--- src/logic/bwoc_regs.svh ---
`ifndef BWOC_REGS_SVH
`define BWOC_REGS_SVH
// ==================================================
// register offsets
`define BWOC_OFF_CTRL     8'h00
`define BWOC_OFF_LATCH_EN 8'h04
`define BWOC_OFF_LATCH_RS 8'h08
`define BWOC_OFF_IN_EN    8'h0c
`define BWOC_OFF_HOLDOFF  8'h10
`define BWOC_OFF_POL      8'h14
`define BWOC_OFF_RISE     8'h18
`define BWOC_OFF_FALL     8'h1c
`define BWOC_OFF_BUF_EN   8'h20
// ==================================================
// control word fields
`define BWOC_BIT_CLK_ALARM  17
`define BWOC_BIT_WEEK_ALARM 16
`define BWOC_BIT_BYPASS     12
`define BWOC_BIT_FW_SEL     11
`define BWOC_BIT_FW_VAL     10
`define BWOC_BIT_OUT        9
`define BWOC_BIT_OWNER      7
// ==================================================
// reset values
`define BWOC_RST_OWNER    1'b1
`define BWOC_RST_LATCH_EN 4'h0
`define BWOC_RST_HOLDOFF  8'h00
// ==================================================
// timing
`define BWOC_SLOW_CLK_HZ  32768
`define BWOC_TICK_HZ      8
`define BWOC_CORE_CLK_HZ  100000000
`define BWOC_FILTER_NS    1000
`define BWOC_FILTER_CYC   ((`BWOC_FILTER_NS * (`BWOC_CORE_CLK_HZ / 1000000) + 999) / 1000)
`define BWOC_TICK_CYC     (`BWOC_CORE_CLK_HZ / `BWOC_TICK_HZ)
`define BWOC_SLOW_CYC     (`BWOC_CORE_CLK_HZ / `BWOC_SLOW_CLK_HZ)
`endif

--- src/logic/bwoc_pkg.sv ---
package bwoc_pkg;
  typedef logic [31:0] bwoc_word_t;
  typedef logic [7:0]  bwoc_addr_t;
  typedef enum logic [1:0] {
    BWOC_IDLE    = 2'b01,
    BWOC_INHIBIT = 2'b10
  } bwoc_inh_state_t;
endpackage

--- src/logic/bwoc_top.sv ---
`timescale 1ns/1ps
`include "bwoc_regs.svh"
module bwoc_top #(
  parameter int N_IN       = 4,
  parameter int TICK_CYC   = `BWOC_TICK_CYC,
  parameter int FILTER_CYC = `BWOC_FILTER_CYC
) (
  input  wire logic              core_clk,
  input  wire logic              rst_n,
  input  wire logic              system_domain_reset,
  input  wire logic [N_IN-1:0]   wake_inputs_n,
  input  wire logic              shutdown_in_n,
  input  wire logic              weekly_alarm_in,
  input  wire logic              clock_alarm_in,
  input  wire logic              main_power_good,
  input  wire logic              gpio_out_value,
  input  wire bwoc_pkg::bwoc_addr_t reg_addr,
  input  wire bwoc_pkg::bwoc_word_t reg_wdata,
  input  wire logic              reg_wr,
  input  wire logic              reg_rd,
  output bwoc_pkg::bwoc_word_t   reg_rdata,
  output logic                   power_enable_out,
  output logic                   pin_battery_owned,
  output logic                   inhibit_n
);
  import bwoc_pkg::*;

  // ==================================================
  // register storage
  logic [N_IN-1:0] latch_en;
  logic            clock_alarm_hold_enable;
  logic            week_alarm_hold_enable;
  logic [N_IN-1:0] in_en;
  logic [N_IN-1:0] buf_en;
  logic [N_IN-1:0] pol;
  logic [7:0]      holdoff;
  logic [N_IN-1:0] rise_flag;
  logic [N_IN-1:0] fall_flag;
  logic            filter_bypass;
  logic            firmware_drive_select;
  logic            firmware_drive_value;
  logic            owner;
  logic [N_IN-1:0] in_latch;
  logic            clock_alarm_status;
  logic            weekly_alarm_status;

  // bus decode, writes blocked while system domain is in reset
  // a write that lands during system reset is dropped, not deferred
  logic bus_ok;
  logic wr_ctrl, wr_le, wr_ls, wr_ie, wr_ho, wr_pol, wr_rise, wr_fall, wr_be;
  assign bus_ok  = reg_wr && !system_domain_reset;
  assign wr_ctrl = bus_ok && (reg_addr == `BWOC_OFF_CTRL);
  assign wr_le   = bus_ok && (reg_addr == `BWOC_OFF_LATCH_EN);
  assign wr_ls   = bus_ok && (reg_addr == `BWOC_OFF_LATCH_RS);
  assign wr_ie   = bus_ok && (reg_addr == `BWOC_OFF_IN_EN);
  assign wr_ho   = bus_ok && (reg_addr == `BWOC_OFF_HOLDOFF);
  assign wr_pol  = bus_ok && (reg_addr == `BWOC_OFF_POL);
  assign wr_rise = bus_ok && (reg_addr == `BWOC_OFF_RISE);
  assign wr_fall = bus_ok && (reg_addr == `BWOC_OFF_FALL);
  assign wr_be   = bus_ok && (reg_addr == `BWOC_OFF_BUF_EN);

  // ==================================================
  // input path per wake input
  // order per input: filter, edge detect on the uninverted level, then
  // polarity, then latch; the status view depends on that order
  logic [N_IN-1:0] buf_on;
  logic [N_IN-1:0] filt;
  logic [N_IN-1:0] filt_d;
  logic [N_IN-1:0] asserted;
  logic [N_IN-1:0] status_in;
  logic [N_IN-1:0] contrib;
  logic [N_IN-1:0] clr_in;
  logic [N_IN-1:0] rise_ev;
  logic [N_IN-1:0] fall_ev;

  assign buf_on = in_en | buf_en;
  // polarity after the filter; pins are active low by default
  assign asserted = (~filt) ^ pol;
  assign clr_in   = wr_ls ? reg_wdata[N_IN-1:0] : '0;
  // a live assertion shows at once, so a latched input adds no cycle
  // of delay between the pin and the output
  // latched or live view
  assign status_in = asserted | (latch_en & in_latch);
  // disabled inputs never reach the output
  assign contrib = status_in & in_en;
  // edges on filtered raw level, only while buffer is on
  assign rise_ev = buf_on & filt & ~filt_d;
  assign fall_ev = buf_on & ~filt & filt_d;

  // glitch filters, one counter per input
  // the counter restarts whenever the pin agrees with the filtered level,
  // so with filter_bypass clear, only a level that stands FILTER_CYC cycles gets through;
  // limitation: chatter slower than that window still passes
  genvar gi;
  generate
    for (gi = 0; gi < N_IN; gi++)
    begin : g_in
      logic [15:0] cnt;
      always_ff @(posedge core_clk or negedge rst_n)
      begin
        if (!rst_n)
        begin
          cnt        <= 16'h0000;
          filt[gi]   <= 1'b1;
          filt_d[gi] <= 1'b1;
        end
        else
        begin
          filt_d[gi] <= filt[gi];
          if (filter_bypass || wake_inputs_n[gi] == filt[gi])
          begin
            cnt      <= 16'h0000;
            filt[gi] <= wake_inputs_n[gi];
          end
          else if (cnt >= 16'(FILTER_CYC - 1))
          begin
            cnt      <= 16'h0000;
            filt[gi] <= wake_inputs_n[gi];
          end
          else
            cnt <= cnt + 16'h0001;
        end
      end
    end
  endgenerate

  // ==================================================
  // source latches; set beats the clear
  // hold until reset bit, live source wins
  always_ff @(posedge core_clk or negedge rst_n)
  begin
    if (!rst_n)
      in_latch <= '0;
    else
      in_latch <= (in_latch & ~clr_in) | asserted;
  end

  always_ff @(posedge core_clk or negedge rst_n)
  begin
    if (!rst_n)
    begin
      clock_alarm_status  <= 1'b0;
      weekly_alarm_status <= 1'b0;
    end
    else
    begin
      clock_alarm_status <= (clock_alarm_status && !(wr_ls && reg_wdata[`BWOC_BIT_CLK_ALARM]))
                            || (clock_alarm_in && clock_alarm_hold_enable);
      weekly_alarm_status <= (weekly_alarm_status
                              && !(wr_ls && reg_wdata[`BWOC_BIT_WEEK_ALARM]))
                             || (weekly_alarm_in && week_alarm_hold_enable);
    end
  end

  // sticky edge flags, edge beats a write-one clear
  always_ff @(posedge core_clk or negedge rst_n)
  begin
    if (!rst_n)
    begin
      rise_flag <= '0;
      fall_flag <= '0;
    end
    else
    begin
      rise_flag <= (rise_flag & ~(wr_rise ? reg_wdata[N_IN-1:0] : '0)) | rise_ev;
      fall_flag <= (fall_flag & ~(wr_fall ? reg_wdata[N_IN-1:0] : '0)) | fall_ev;
    end
  end

  // ==================================================
  // power on inhibit timer
  bwoc_inh_state_t inh_state;
  logic [7:0]      inh_cnt;
  logic [31:0]     tick_cnt;
  logic            tick;
  logic            shdn_d;
  logic            shdn_fall;
  assign tick      = (tick_cnt == 32'(TICK_CYC - 1));
  assign shdn_fall = shdn_d && !shutdown_in_n;

  // the prescaler sits at zero while idle, so the first tick of an
  // inhibit comes one full period after the load, never early;
  // one prescaler serves all counts, as only one inhibit runs at a time
  // 8 Hz tick from core clock
  always_ff @(posedge core_clk or negedge rst_n)
  begin
    if (!rst_n)
      tick_cnt <= 32'h0000_0000;
    else if (tick || inh_state == BWOC_IDLE)
      tick_cnt <= 32'h0000_0000;
    else
      tick_cnt <= tick_cnt + 32'h0000_0001;
  end

  // a shutdown that falls while inhibiting does not restart the count;
  // rewriting the holdoff to zero ends an inhibit in progress
  // load on shutdown, count ticks to zero
  always_ff @(posedge core_clk or negedge rst_n)
  begin
    if (!rst_n)
    begin
      inh_state <= BWOC_IDLE;
      inh_cnt   <= 8'h00;
      shdn_d    <= 1'b1;
    end
    else
    begin
      shdn_d <= shutdown_in_n;
      unique case (inh_state)
        BWOC_IDLE:
          if (shdn_fall && holdoff != 8'h00)
          begin
            inh_cnt   <= holdoff;
            inh_state <= BWOC_INHIBIT;
          end
        BWOC_INHIBIT:
          if (holdoff == 8'h00)
            inh_state <= BWOC_IDLE;
          else if (tick)
          begin
            inh_cnt <= inh_cnt - 8'h01;
            if (inh_cnt == 8'h01)
              inh_state <= BWOC_IDLE;
          end
        default:
          inh_state <= BWOC_IDLE;
      endcase
    end
  end

  // ==================================================
  // output selection
  logic hw_req, week_src, clk_src, next_out, drive_fw;

  // alarm source: live level, or the held status while latching;
  // the live term keeps a held alarm from lagging its own set by a cycle
  assign week_src = weekly_alarm_in || (week_alarm_hold_enable && weekly_alarm_status);
  assign clk_src  = clock_alarm_in || (clock_alarm_hold_enable && clock_alarm_status);
  assign hw_req   = (|contrib) || week_src || clk_src;
  // with the core rail down the hardware sources take over at once,
  // without any register write
  // firmware source only with main power
  assign drive_fw = firmware_drive_select && main_power_good;
  assign next_out = drive_fw ? firmware_drive_value : (hw_req && inh_state == BWOC_IDLE);

  // registered so the pin never glitches while its sources change
  always_ff @(posedge core_clk or negedge rst_n)
  begin
    if (!rst_n)
      power_enable_out <= 1'b0;
    else
      power_enable_out <= next_out;
  end

  // low for the whole inhibit, straight from the state flop
  assign inhibit_n = (inh_state == BWOC_IDLE);
  // battery function forced when core power is down
  assign pin_battery_owned = owner || !main_power_good;

  // ==================================================
  // control registers
  // these bits change only by a write; reset values follow rst_n alone
  always_ff @(posedge core_clk or negedge rst_n)
  begin
    if (!rst_n)
    begin
      filter_bypass           <= 1'b0;
      firmware_drive_select   <= 1'b0;
      firmware_drive_value    <= 1'b0;
      owner                   <= `BWOC_RST_OWNER;
      latch_en                <= '0;
      clock_alarm_hold_enable <= 1'b0;
      week_alarm_hold_enable  <= 1'b0;
      in_en                   <= '0;
      buf_en                  <= '0;
      pol                     <= '0;
      holdoff                 <= `BWOC_RST_HOLDOFF;
    end
    else
    begin
      if (wr_ctrl)
      begin
        filter_bypass         <= reg_wdata[`BWOC_BIT_BYPASS];
        firmware_drive_select <= reg_wdata[`BWOC_BIT_FW_SEL];
        firmware_drive_value  <= reg_wdata[`BWOC_BIT_FW_VAL];
        owner                 <= reg_wdata[`BWOC_BIT_OWNER];
      end
      if (wr_le)
      begin
        latch_en                <= reg_wdata[N_IN-1:0];
        clock_alarm_hold_enable <= reg_wdata[`BWOC_BIT_CLK_ALARM];
        week_alarm_hold_enable  <= reg_wdata[`BWOC_BIT_WEEK_ALARM];
      end
      if (wr_ie)
        in_en <= reg_wdata[N_IN-1:0];
      if (wr_be)
        buf_en <= reg_wdata[N_IN-1:0];
      if (wr_pol)
        pol <= reg_wdata[N_IN-1:0];
      if (wr_ho)
        holdoff <= reg_wdata[7:0];
    end
  end

  // ==================================================
  // read path, one cycle latency, unmapped reads zero
  // the latch reset word is write only and reads as zero, and reads
  // during system reset return zero rather than stale data
  bwoc_word_t rd_mux;
  bwoc_word_t ctrl_word;
  assign ctrl_word = {14'h0000, clock_alarm_status, weekly_alarm_status, 3'h0,
                      filter_bypass, firmware_drive_select, firmware_drive_value,
                      power_enable_out, 1'b0, owner, 3'h0, 4'(status_in)};
  assign rd_mux =
    (reg_addr == `BWOC_OFF_CTRL)     ? ctrl_word :
    (reg_addr == `BWOC_OFF_LATCH_EN) ? {14'h0000, clock_alarm_hold_enable,
                                        week_alarm_hold_enable, 12'h000, 4'(latch_en)} :
    (reg_addr == `BWOC_OFF_IN_EN)    ? {28'h0000000, 4'(in_en)} :
    (reg_addr == `BWOC_OFF_HOLDOFF)  ? {24'h000000, holdoff} :
    (reg_addr == `BWOC_OFF_POL)      ? {28'h0000000, 4'(pol)} :
    (reg_addr == `BWOC_OFF_RISE)     ? {28'h0000000, 4'(rise_flag)} :
    (reg_addr == `BWOC_OFF_FALL)     ? {28'h0000000, 4'(fall_flag)} :
    (reg_addr == `BWOC_OFF_BUF_EN)   ? {28'h0000000, 4'(buf_en)} :
    32'h0000_0000;

  always_ff @(posedge core_clk or negedge rst_n)
  begin
    if (!rst_n)
      reg_rdata <= 32'h0000_0000;
    else if (reg_rd && !system_domain_reset)
      reg_rdata <= rd_mux;
    else
      reg_rdata <= 32'h0000_0000;
  end

  // gpio_out_value reserved for the gpio pad mux outside
  // the pad mux picks it whenever pin_battery_owned is low
  logic unused_gpio;
  assign unused_gpio = gpio_out_value;
endmodule

--- config.mk ---
export PLATFORM = sky130hd
export DESIGN_NAME = bwoc_top
export DESIGN_NICKNAME = d
export VERILOG_FILES = /design/src/logic/bwoc_pkg.sv /design/src/logic/bwoc_top.sv
export VERILOG_INCLUDE_DIRS = /design/src /design/src/logic
export SDC_FILE = /design/constraint.sdc
export NUM_CORES = 1
export LEC_CHECK = 0
export ABC_CLOCK_PERIOD_IN_PS = 2350
export BUFFER_PORTS_ARGS = -buffer_cell sky130_fd_sc_hd__buf_2
export CAP_MARGIN = 40
export CORE_MARGIN = 2
export CORE_UTILIZATION = 55
export CTS_CLUSTER_SIZE = 10
export DETAILED_ROUTE_END_ITERATION = 12
export GPL_ROUTABILITY_DRIVEN = 0
export PLACE_DENSITY = 0.76
export SYNTH_ARGS = -nofsm -noshare
export SYNTH_HDL_FRONTEND = slang
export SYNTH_SLANG_ARGS = --single-unit
--- constraint.sdc ---
create_clock -name core_clk -period 2.35 [get_ports core_clk]
set_input_delay 0.235 -clock core_clk [delete_from_list [all_inputs] [get_ports core_clk]]
set_output_delay 0.235 -clock core_clk [all_outputs]
set_load 0.1 [all_outputs]
==> summary.md <==
| Metric | Value |
|---|---|
| Status | `completed` |
| Maximum vdd ir drop | `0.5542 mV` |
| Power per cell area | `726.0 nW/µm²` |
| Final setup viols | `0` |
| Clock sinks | `174` |
| Fin crit share | `approximately 92%` |
| Worst hold margin | `0.04522 ns` |
| Nets | `865` |
| Fin crit period | `2.169 ns` |
| Register share of total power | `49.8%` |
| Seq/Total Area, Yosys | `56.71%` |
| Yosys reg bits | `174` |
| Vias in the first global route | `5578` |
| Clk pin slew, worst setup/hold paths | `0.06 ns` |
| Critical path origin | `tick_cnt[0]` |
| GR Overflow Total | `0` |
| Core area | `13770 µm²` |
| Setup TNS | `0 ns` |
| Final hold violation count | `0` |
| H-tree levels | `4` |
| Tot Pwr | `0.006481 W` |
| Busiest grt layer | `met2` |
| Slowest stage delay, CP | `0.43 ns` |
| Netlist cell types | `55` |
| Vias per cell | `5.637` |
| Yosys top cell area share | `52.96%` |
| Hold WC Path Type | `primary input to register` |
| # DRC | `0` |
| Post-Syn Area per Cell | `around 11 µm²` |
| Syn Std Cell Area | `7702 µm²` |
| Most instantiated cells after synthesis | `163 x dfrtp_1, 72 x nor2_1, 60 x nand2_1` |
| Largest family of logic cells by synthesized area | `simple AND/OR/NAND/NOR gates` |
| Adder-Cell Fraction of Synth Area | `1.137%` |
| Net Sw Power | `0.001663 W` |
| Wirelength per Cell | `15.95 µm` |
| First-pass GRT wire length | `26.48 mm` |
| Post-Route WL | `15.90 mm` |
| Pleak | `4.029 nW` |
| Net switching fraction of the power | `between 20 and 30%` |
| Yosys Warn Count | `0` |
| CTS tree | `built` |
| Clk pwr share | `40.8%` |
| Hold wc startpoint | `reg_wdata[4]` |
| Cells after Synth | `697` |
| Mux contribution to synthesized area | `4.922%` |
| Gr usage total | `22.73%` |
| Buf+Inv Stages, Crit Path | `1` |
| Vias | `5620` |
| Cell row count | `43` |
| Gate power share | `9.5%` |
| Max-cap violation count | `0` |
| Layout cells sized above 1 | `roughly 20%` |
| DR iter-0 viols | `roughly 480` |
| Input/output buffers | `50` |
| Unrepaired setup endpoints after global routing | `false` |
| Cell Int Power | `0.004818 W` |
| Worst-path maximum fanout | `5` |
| Total CTS buffers | `17` |
| First-pass DRT Iterations | `6` |
| FMAX | `461.0 MHz` |
| Final max-slew violation count | `0` |
| Post-synth EDFFs | `0` |
| Root Driver | `clkbuf_16` |
| Startpoint types | `register` |
| Crit-path leading delay family | `simple AND/OR/NAND/NOR gates` |
| Top post-synthesis cells by area | `dfrtp_1 53%, mux2_2 4.5%, dfstp_2 3.8%` |
| Crit end category | `register` |
| Synth async-reset ratio | `100.0%` |
| Clk_skew | `roughly 0.0088 ns` |
| Die Area | `14970 µm²` |
| Starting Density | `55.92%` |
| Synth Area in Simple Gates | `between 10% and 20%` |
| Pin count of the biggest net entering global routing | `61` |
| Hpwl dp | `around 11 mm` |
| Met3 Use GR | `under 10%` |
| Synth Area in Compound Gates | `8.545%` |
| Clock latency on the worst-skew pair | `0.43 ns` |
| Max clock buf depth | `2` |
| Area growth syn-to-layout | `15.90%` |
| Synth Flop Type | `dfrtp_1` |
| CP Cell Sequence | `ha_1 -> and4_1 -> nand4_1 -> nor4_2 -> buf_4 -> o221ai_1 -> o2bb2ai_1` |
| Antenna Nets Post-Route | `0` |
| Die height | `122.3 µm` |
| Most area-hungry cell type in the Yosys netlist | `dfrtp_1` |
| Grt met2 use | `37.43%` |
| R2r startpoint | `tick_cnt[0]` |
| Slowest cell on the critical path | `nor4_2` |
| Initial antenna violation count | `0` |
| CP arrival | `around 2.5 ns` |
| Met1 Usage GRT | `28.84%` |
| Post-synthesis xor/xnor area fraction | `5.686%` |
| Worst-Margin Slew | `0.7061 ns` |
| WP data required | `between 2 and 3 ns` |
| Die W | `~120 µm` |
| Count leader, synth | `dfrtp_1` |
| Slew headroom | `a little over half` |
| Critical path type | `register to register` |
| Diodes inserted | `0` |
| I/O pin count | `~90` |
power by group through the flow:
stage | Clock, W | Sequential, W | Combinational (W)
2_1_floorplan | 0 | 0.00326 | 0.000430
3_3_place_gp | 0 | 0.00327 | 0.000593
3_5_place_dp | 0 | 0.00327 | 0.000609
4_1_cts | 0.00268 | 0.00322 | 0.000615
5_1_grt | 0.00282 | 0.00324 | 0.000672
6_report | 0.00264 | 0.00322 | 0.000615
layout by cell type, fill, tap and decap left out, types with 4 or more instances in the layout:
cell and n:
nor2b_1 5, or4_1 11, a22oi_1 6, a221oi_1 6, o21a_1 5, nand2_1 60, or3_1 6, nand3_1 31
and2_1 6, nand2b_1 8, o2bb2ai_1 5, buf_4 13, nor3b_1 5, nor4_1 12, o22ai_1 8, and4_1 5
inv_1 18, clkbuf_16 17, a21bo_2 5, dfstp_2 11, clkinvlp_4 4, conb_1 54, buf_2 49, xor2_1 21
o21ai_0 25, a32o_1 8, dfrtp_1 163, and3_1 16, nor3_1 14, xnor2_1 29, ha_1 7, nor2_1 72
a21oi_1 10, mux2_2 31, nand4_1 11, or2_2 6, nor4b_1 6, a31oi_1 5
metal layers:
metal | wire [µm] | part of all wire [%] | vias up
met5 | 0 | 0 | -
met4 | 412 | 2.6 | 0
met3 | 881 | 5.5 | 32
met2 | 7852 | 49 | 178
met1 | 6754 | 42 | 2781
li1 | - | - | 2629
area by class of cell:
type                            count  area [µm²]
Sequential cell                   174        4368
Fill cell                        1072        4846
Multi-Input combinational cell    525        3272
Clock inverter                     12       113.9
Timing Repair Buffer               68       434.2
Inverter                           18       67.56
Tap cell                          180       225.2
Clock buffer                       20       446.7
sequential cells by signal, summed over array words and instances, names as in the netlist, 4 cells and up:
register	count
reg_rdata	14
inh_cnt	8
tick_cnt	32
latch_en	4
filt_d	4
filt	4
g_in.cnt	64
fall_flag	4
holdoff	8
pol	4
in_latch	4
in_en	4
buf_en	4
rise_flag	4
worst paths after layout:
| path | to | slack (ns) | cells after the start |
|---|---|---|---|
| min | holdoff[4] | 0.05 | 2 |
| max reg2reg | inh_cnt[5] | 0.18 | 7 |
| min reg2reg | filt_d[3] | 0.41 | 0 |
| max in group asynchronous | filt[1] | 1.26 | 3 |
| max | inh_cnt[5] | 0.18 | 7 |
| min in group asynchronous | tick_cnt[4] | 0.34 | 2 |
what timing repair did:
item / in CTS / in global routing
hold buffers: 2 / 0
endpoints found under the setup margin: 0 / 2
setup buffers: 0 / 0
hold endpoints to repair: 56 / 0
resized for setup: 0 / 2
through the flow:
step | area, µm² | utilization (%) | instances | setup slack, ns
6_report | 8927 | 64.82 | 997 | 0.1809
2_1_floorplan | 7901 | - | 750 | 0.3470
5_1_grt | 8927 | 64.82 | 997 | 0.007534
4_1_cts | 8917 | 64.74 | 997 | 0.1340
3_3_place_gp | 8337 | 60.53 | 963 | 0.2192
3_5_place_dp | 8337 | 60.53 | 963 | 0.1764
logic make-up after synthesis:
group                    Yosys count
other                              1
adder cells (fa/ha/maj)            7
buffers and inverters             51
multiplexers                      34
AO/OA/AOI/OAI                     94
AND/OR/NAND/NOR                  286
XOR/XNOR                          50
flip-flops                       174
Power figures use the tool's default switching activity.
